<file path="src/stg_pkg.sv">
// Package with register map, field layout and timing constants of the gate timing registers.
package stg_pkg;
    localparam logic [7:0]  STG_ADDR_SAFE_CFG  = 8'h1b;
    localparam logic [7:0]  STG_ADDR_CAPTURE   = 8'h1c;
    localparam logic [15:0] STG_SAFE_CFG_RESET = 16'h2000;
    localparam logic [15:0] STG_CAPTURE_RESET  = 16'hff01;
    localparam int          STG_DELAY_MSB      = 15;
    localparam int          STG_DELAY_LSB      = 8;
    localparam int          STG_PLATEAU_MSB    = 7;
    localparam int          STG_PLATEAU_LSB    = 4;
    localparam int          STG_ARMED_BIT      = 7;
    localparam int          STG_REJECT_BIT     = 1;
    localparam int          STG_PARITY_BIT     = 0;
    localparam logic [7:0]  STG_DELAY_OFF      = 8'h00;
    localparam logic [7:0]  STG_COUNT_MAX      = 8'hff;

    // Fill in the odd parity bit of a readout word.
    function automatic logic [15:0] stg_odd_parity(input logic [15:0] w);
        logic [15:0] r;
        r = w;
        r[STG_PARITY_BIT] = 1'b0;
        r[STG_PARITY_BIT] = ~(^r);
        return r;
    endfunction
endpackage

</file>
<file path="src/stg_delay_timer.sv">
// Down counter that times the two-level turn-off plateau phase.
`timescale 1ns/10ps
`default_nettype none
module stg_delay_timer
    import stg_pkg::*;
#(
    parameter int WIDTH = 8
)
(
    // Clock and reset.
    input  wire logic             clk,
    input  wire logic             rst,
    // Control.
    input  wire logic             start,
    input  wire logic [WIDTH-1:0] delay,
    // Status.
    output logic                  busy,
    output logic                  done
);
    // A counter without bits could never hold a delay, so refuse it early.
    if (WIDTH < 1)
    begin : g_width_check
        $error("stg_delay_timer: WIDTH must be at least 1");
    end

    typedef struct packed
    {
        logic [WIDTH-1:0] cnt;
        logic             busy;
        logic             done;
    } stg_tmr_t;

    stg_tmr_t s_q;
    stg_tmr_t s_d;

    // A zero delay never starts, so the plateau phase is skipped entirely.
    always_comb
    begin
        s_d      = s_q;
        s_d.done = 1'b0;
        if (start && (delay != '0))
        begin
            s_d.busy = 1'b1;
            s_d.cnt  = delay;
        end
        else if (s_q.busy)
        begin
            s_d.cnt = s_q.cnt - 1'b1;
            if (s_q.cnt == WIDTH'(1))
            begin
                s_d.busy = 1'b0;
                s_d.done = 1'b1;
            end
        end
    end

    // State register.
    always_ff @(posedge clk or posedge rst)
    begin
        if (rst)
            s_q <= '0;
        else
            s_q <= s_d;
    end

    assign busy = s_q.busy;
    assign done = s_q.done;
endmodule // stg_delay_timer
`default_nettype wire

</file>
<file path="src/stg_regs.sv">
// Safe two-level turn-off configuration and turn-off timing capture registers.
`timescale 1ns/10ps
`default_nettype none
module stg_regs
    import stg_pkg::*;
(
    // Clock and reset.
    input  wire logic        clk,
    input  wire logic        rst,
    // Register access from the link decoder, same clock domain.
    input  wire logic        wr_en,
    input  wire logic        rd_en,
    input  wire logic [7:0]  addr,
    input  wire logic [15:0] wdata,
    input  wire logic        last_frame_rejected,
    // Regular turn-off delay from the neighbouring register.
    input  wire logic [7:0]  regular_off_delay,
    // Turn-off events, same clock domain.
    input  wire logic        safe_off_start,
    input  wire logic        regular_off_start,
    input  wire logic        capture_request,
    input  wire logic        gate_edge,
    // Outputs.
    output logic [15:0]      rdata,
    output logic             rdata_valid,
    output logic             plateau_active,
    output logic [3:0]       plateau_level
);
    typedef enum logic [1:0] {ST_IDLE, ST_ARMED, ST_MEASURE} stg_cap_t;

    // Field widths, derived from the field positions.
    localparam int DELAY_W   = STG_DELAY_MSB - STG_DELAY_LSB + 1;
    localparam int PLATEAU_W = STG_PLATEAU_MSB - STG_PLATEAU_LSB + 1;

    ////////////////////////////////////////////////////////////////////////
    // The ports carry one byte of delay and one nibble of plateau level, so
    // a field layout that disagrees with them is refused at elaboration.
    if (DELAY_W != 8)
    begin : g_delay_width_check
        $error("stg_regs: delay field must be one byte wide");
    end
    if (PLATEAU_W != 4)
    begin : g_plateau_width_check
        $error("stg_regs: plateau field must be four bits wide");
    end
    // Flag and parity must stay clear of the fields, or assembling the
    // readout word would overwrite part of a field.
    if (STG_REJECT_BIT <= STG_PARITY_BIT ||
        STG_REJECT_BIT >= STG_PLATEAU_LSB ||
        STG_ARMED_BIT >= STG_DELAY_LSB)
    begin : g_bit_layout_check
        $error("stg_regs: flag bits overlap a register field");
    end

    ////////////////////////////////////////////////////////////////////////
    // Address decode, shared by the write path and the read path.
    function automatic logic stg_addr_hit(
        input logic [7:0] a,
        input logic [7:0] target
    );
        return a == target;
    endfunction

    // Readout of the safe configuration: delay byte and plateau nibble.
    function automatic logic [15:0] stg_safe_word(
        input logic [7:0] dly,
        input logic [3:0] lvl
    );
        logic [15:0] w;
        w                                  = 16'h0000;
        w[STG_DELAY_MSB:STG_DELAY_LSB]     = dly;
        w[STG_PLATEAU_MSB:STG_PLATEAU_LSB] = lvl;
        return w;
    endfunction

    // Readout of the capture register: count byte and armed flag.
    function automatic logic [15:0] stg_capture_word(
        input logic [7:0] cnt,
        input logic       armed
    );
        logic [15:0] w;
        w                              = 16'h0000;
        w[STG_DELAY_MSB:STG_DELAY_LSB] = cnt;
        w[STG_ARMED_BIT]               = armed;
        return w;
    endfunction

    typedef struct packed
    {
        logic [7:0]  safe_off_delay;
        logic [3:0]  safe_off_plateau_level;
        logic [7:0]  turnoff_timing_count;
        logic        turnoff_capture_armed;
        stg_cap_t    cap;
        logic [3:0]  level;
        logic        plateau;
        logic [15:0] rdata;
        logic        rvalid;
    } stg_regs_t;

    stg_regs_t s_q;
    stg_regs_t s_d;
    logic      tmr_busy;
    logic      tmr_start;
    logic [7:0] tmr_delay;

    ////////////////////////////////////////////////////////////////////////
    // Plateau timer, shared by safe and regular turn-off.
    assign tmr_start = safe_off_start | regular_off_start;
    assign tmr_delay = safe_off_start ? s_q.safe_off_delay
                                      : regular_off_delay;

    stg_delay_timer #(.WIDTH(DELAY_W)) u_timer
    (
        .clk   (clk),
        .rst   (rst),
        .start (tmr_start),
        .delay (tmr_delay),
        .busy  (tmr_busy),
        .done  ()
    );

    ////////////////////////////////////////////////////////////////////////
    // Next state: configuration writes, capture machine and readout.
    always_comb
    begin
        s_d        = s_q;
        s_d.rvalid = 1'b0;
        // A write and a safe start in one cycle: the start still uses the
        // old delay, since the timer is loaded from the stored register.
        if (wr_en && stg_addr_hit(addr, STG_ADDR_SAFE_CFG))
        begin
            s_d.safe_off_delay =
                wdata[STG_DELAY_MSB:STG_DELAY_LSB];
            s_d.safe_off_plateau_level =
                wdata[STG_PLATEAU_MSB:STG_PLATEAU_LSB];
        end
        // The plateau level follows the safe field only on safe starts.
        if (safe_off_start && s_q.safe_off_delay != STG_DELAY_OFF)
        begin
            s_d.level = s_q.safe_off_plateau_level;
        end
        s_d.plateau = tmr_busy;
        // Capture machine; a second request while armed disarms it.
        case (s_q.cap)
            ST_IDLE:
            begin
                if (capture_request)
                begin
                    s_d.cap                   = ST_ARMED;
                    s_d.turnoff_capture_armed = 1'b1;
                end
            end
            ST_ARMED:
            begin
                if (capture_request)
                begin
                    s_d.cap                   = ST_IDLE;
                    s_d.turnoff_capture_armed = 1'b0;
                end
                else if (tmr_start)
                begin
                    s_d.cap                  = ST_MEASURE;
                    s_d.turnoff_timing_count = '0;
                end
            end
            ST_MEASURE:
            begin
                if (capture_request)
                begin
                    s_d.cap                   = ST_IDLE;
                    s_d.turnoff_capture_armed = 1'b0;
                end
                else if (gate_edge)
                begin
                    s_d.cap                   = ST_IDLE;
                    s_d.turnoff_capture_armed = 1'b0;
                end
                // The count saturates, so a lost gate edge cannot wrap
                // back to a short and plausible looking reading.
                else if (s_q.turnoff_timing_count != STG_COUNT_MAX)
                begin
                    s_d.turnoff_timing_count =
                        s_q.turnoff_timing_count + 8'h01;
                end
            end
            default:
            begin
                s_d.cap = ST_IDLE;
            end
        endcase
        // Readout word with rejection flag and parity filled in.
        if (rd_en)
        begin
            s_d.rvalid = 1'b1;
            if (stg_addr_hit(addr, STG_ADDR_SAFE_CFG))
                s_d.rdata = stg_safe_word(s_q.safe_off_delay,
                                          s_q.safe_off_plateau_level);
            else if (stg_addr_hit(addr, STG_ADDR_CAPTURE))
                s_d.rdata = stg_capture_word(
                    s_q.turnoff_timing_count,
                    s_q.turnoff_capture_armed);
            else
                s_d.rdata = 16'h0000;
            s_d.rdata[STG_REJECT_BIT] = last_frame_rejected;
            s_d.rdata = stg_odd_parity(s_d.rdata);
        end
    end

    ////////////////////////////////////////////////////////////////////////
    // State register with documented reset values.
    always_ff @(posedge clk or posedge rst)
    begin
        if (rst)
        begin
            s_q                        <= '0;
            s_q.safe_off_delay         <=
                STG_SAFE_CFG_RESET[STG_DELAY_MSB:STG_DELAY_LSB];
            s_q.safe_off_plateau_level <=
                STG_SAFE_CFG_RESET[STG_PLATEAU_MSB:STG_PLATEAU_LSB];
            s_q.turnoff_timing_count   <=
                STG_CAPTURE_RESET[STG_DELAY_MSB:STG_DELAY_LSB];
            s_q.turnoff_capture_armed  <= STG_CAPTURE_RESET[STG_ARMED_BIT];
            s_q.cap                    <= ST_IDLE;
        end
        else
            s_q <= s_d;
    end

    assign rdata          = s_q.rdata;
    assign rdata_valid    = s_q.rvalid;
    assign plateau_active = s_q.plateau;
    assign plateau_level  = s_q.level;
endmodule // stg_regs
`default_nettype wire

</file>
<file path="config.mk">
export PLATFORM = sky130hd
export DESIGN_NAME = stg_regs
export DESIGN_NICKNAME = d
export VERILOG_FILES = /design/src/stg_pkg.sv /design/src/stg_delay_timer.sv /design/src/stg_regs.sv
export SDC_FILE = /design/constraint.sdc
export NUM_CORES = 1
export LEC_CHECK = 0
export BUFFER_PORTS_ARGS = -buffer_cell sky130_fd_sc_hd__buf_2
export CAP_MARGIN = 20
export CORE_ASPECT_RATIO = 2
export CORE_MARGIN = 4
export CORE_UTILIZATION = 59
export DETAILED_ROUTE_END_ITERATION = 16
export PLACE_DENSITY = 0.92
export SYNTH_ARGS = -nofsm -noshare
export SYNTH_HDL_FRONTEND = slang
export SYNTH_SLANG_ARGS = --single-unit
</file>
<file path="constraint.sdc">
create_clock -name clk -period 3.6 [get_ports clk]
set_clock_uncertainty 0.2 [all_clocks]
set_input_delay 0.18 -clock clk [delete_from_list [all_inputs] [get_ports clk]]
set_output_delay 0.18 -clock clk [all_outputs]
set_load 0.03 [all_outputs]
</file>
==> reports/results.txt <==
Outcome: finished with violations
Violated checks: negative hold slack
Fin. max-slew vios: 0
Total CTS buffers: 5
Mapped Cells: 285
Final ANT Viol Nets: 0
Worst slew pin tran: 0.742 ns
Primary FF master, synth: dfrtp_1
Global-route wire length before repair: 11.1 mm
# rows: 36
Synth Area in Simple Gates: 0.138
Slowest cell on crit path: nor3_1
Final hold vios: 1
Final setup vio count: 0
# IOs: 63
Fillcell total: 352
Root Driver: clkbuf_8
Count leader, synth: dfrtp_1
RSZ-0062 raised after global routing: false
Port Buf Inserts: 56
Minimum clock period: 2.65 ns
Layout Nets: 389
Reg-to-reg startpoint: s_q[23]$_DFFE_PP0P_
Setup TNS: 0 ns
Via count: 2302
Post-synth EDFFs: 0
Final HPWL DP: 4.91 mm
CP Capture Point: s_q[32]$_DFFE_PP1P_
WHS: -0.00720 ns
Sw Share: 0.350
Post-synthesis adder-cell area fraction: 0.0255
Levels on crit path: 9
Power Density: 468 nW/um2
Arr. time, crit path: 2.68 ns
Vias per cell: 5.74
Largest net degree at the start of global routing: 53
Post-synthesis compound-gate area fraction: 0.122
Post-Syn Area per Cell: 10.3 um2
Worst-skew pair later-pin latency: 0.32 ns
Post-CTS Resized: 0
Worst Setup End Kind: register
Post-CTS Setup Repair Bufs: 0
Required time worst endpoint: 3.63 ns
Synth async-reset ratio: 1.00
Post-synth top area share: 0.366
Comb pwr share: 0.305
Netlist cell types: 53
CP Max Fanout: 7
Gr ovfl total: 0
Vias in the first global route: 2426
Top Family by Delay on Critical Path: simple AND/OR/NAND/NOR gates
Crit share post-route: 0.737
Register-to-Register Path Depth: 9
Htree depth: 2
Internal power: 1.05 mW
Synthesized area: 2940 um2
Post-Route WL: 6.94 mm
RR Endpoint: s_q[32]$_DFFE_PP1P_
CTS sink cnt: 52
Hold Buf Count CTS: 23
DR iter-0 viols: 81
Sequential fraction of the synthesis area: 0.446
Placed inst area: 3090 um2
LEAKAGE: 1.65 nW
Pre-Repair DR Iteration Count: 4
Peak Freq: 377 MHz
R2R setup slack: 0.95 ns
Die Height: 108 um
Cell Chain, Critical Path: inv_1, ha_1, nor3b_1, nor3_1, or2_2, nand4_1, nor2_1, xnor2_1, nor2_1
Yosys top cell by area: dfrtp_1
Core area: 4860 um2
Drt wl/cell: 17.3 um
P&R area growth vs syn: 16.9%
Routability cong.: 0.834
Final Util: 0.707
Max-Cap Viols: 0
Die Area: 6250 um2
Slew margin rel.: 0.501
Area contributors post-synth: dfrtp_1 (37%), dfstp_2 (8.0%), mux2_2 (7.3%), buf_4 (5.6%), xor2_1 (3.6%)
Commonest cells post-synth: dfrtp_1 (43), nand2_1 (23), buf_4 (22), nor2_1 (21)
Die W: 57.9 um
Total global-route track usage: 0.237
Flop pwr share: 0.472
Startpoint types: register
XOR/XNOR share of the synthesized area: 0.0740
DRC viols: 0
CP Launch Point: s_q[23]$_DFFE_PP0P_
Maximum VDD drop: 0.000449 V
Worst Hold Class: primary input to register
Mux cell area share after synthesis: 0.0999
Initial Util: 0.605
Power share of the clock group: 0.222
Flops & latches, synth: 52
Crit path buffers/inverters: 1
CP most frequent cell: nor2_1
Initial antenna violation count: 1
Design area: 3440 um2
Largest family of logic cells by synthesized area: simple AND/OR/NAND/NOR gates
CTS tree: built
Maximum root-to-sink buffer count: 2
Net Sw Power: 0.563 mW
Crit path largest cell delay: 0.64 ns
Share of layout cells above drive strength 1: 0.292
Clk slew on worst S/H paths: 0.09 ns
Crit Path Class: register to register
Ys Warns: 0
## layout make-up
type                            count  area, um2  share of cell area
Multi-Input combinational cell    184       1360               0.395
Inverter                           19       71.3              0.0207
Timing Repair Buffer               80        531               0.154
Clock inverter                      1       7.51             0.00218
Sequential cell                    52       1310               0.382
Clock buffer                        7       86.3              0.0251
Antenna cell                        1       2.50            0.000728
Tap cell                           57       71.3              0.0207
## registers in the layout, indices dropped and copies added, names as in the netlist
| name | cells |
|---|---|
| plateau_active | 1 |
| u_timer.s_q | 8 |
| s_q | 23 |
| rdata | 14 |
| u_timer.busy | 1 |
| rdata_valid | 1 |
| plateau_level | 4 |
## logic make-up (layout without fill, tap and decap cells)
| logic type | Yosys count | after routing |
|---|---|---|
| AND/OR/NAND/NOR | 78 | 78 |
| adder cells (fa/ha/maj) | 6 | 6 |
| XOR/XNOR | 20 | 20 |
| AO/OA/AOI/OAI | 51 | 51 |
| flip-flops | 52 | 52 |
| buffers and inverters | 50 | 107 |
| other | 1 | 3 |
| multiplexers | 27 | 27 |
## worst min-delay path: stages
cell and delay (ns):
buf_2 0.10, mux2i_1 0.06, o21ai_0 0.14
## worst min path at each step
| stage | start | endpoint | cells past startpoint |
|---|---|---|---|
| global placement | capture_request | s_q[23]$_DFFE_PP0P_ | 2 |
| CTS | regular_off_delay[4] | u_timer.s_q[6]$_DFFE_PP0P_ | 3 |
| detailed placement | capture_request | s_q[23]$_DFFE_PP0P_ | 2 |
| global route | regular_off_delay[5] | u_timer.s_q[7]$_DFFE_PP0P_ | 4 |
| floorplan | rd_en | rdata_valid$_DFF_PP0_ | 0 |
| finish | regular_off_delay[4] | u_timer.s_q[6]$_DFFE_PP0P_ | 3 |
## power by group through the flow
stage | sequential (mW) | clock, mW | combinational, mW
3_5_place_dp | 0.765 | 0 | 0.462
6_report | 0.760 | 0.358 | 0.491
3_3_place_gp | 0.756 | 0 | 0.444
2_1_floorplan | 0.752 | 0 | 0.364
4_1_cts | 0.754 | 0.360 | 0.485
5_1_grt | 0.767 | 0.387 | 0.546
## layer usage
layer  track usage  part of all wire  vias to the layer above
met3        0.0408             0.042                       31
met2         0.413              0.55                       74
met5             0                 0                        -
met4         0.171             0.058                        0
met1         0.245              0.35                     1118
li1              -                 -                     1079
## per-stage QoR
step / cells / hold slack [ns] / power, mW / worst slack, ns
global placement: 368 / 0.211 / 1.20 / 1.10
finish: 401 / -0.00720 / 1.61 / 0.948
floorplan: 286 / 0.0114 / 1.12 / 1.42
global route: 401 / 0.0243 / 1.70 / 0.747
detailed placement: 368 / 0.215 / 1.23 / 0.989
CTS: 399 / 0.00181 / 1.60 / 0.971
## cell usage in the layout (no fill, tap or decap), types with 2 or more instances in the layout
cell,instances
clkbuf_8,6
o22ai_1,4
conb_1,2
nor2_1,21
and3_1,2
nand3_1,8
dfrtp_1,43
xor2_1,12
o21a_1,2
and2_1,2
nor4_1,2
or4_1,3
o21ai_0,16
xnor3_1,2
ha_1,6
nand4_1,3
nor3_1,5
buf_2,56
a21oi_1,7
dfstp_2,9
inv_1,18
mux2i_1,8
nand2_1,23
xnor2_1,5
mux2_2,19
a22oi_1,7
dlygate4sd3_1,23
Note: power is estimated with default switching activity, not from simulation.
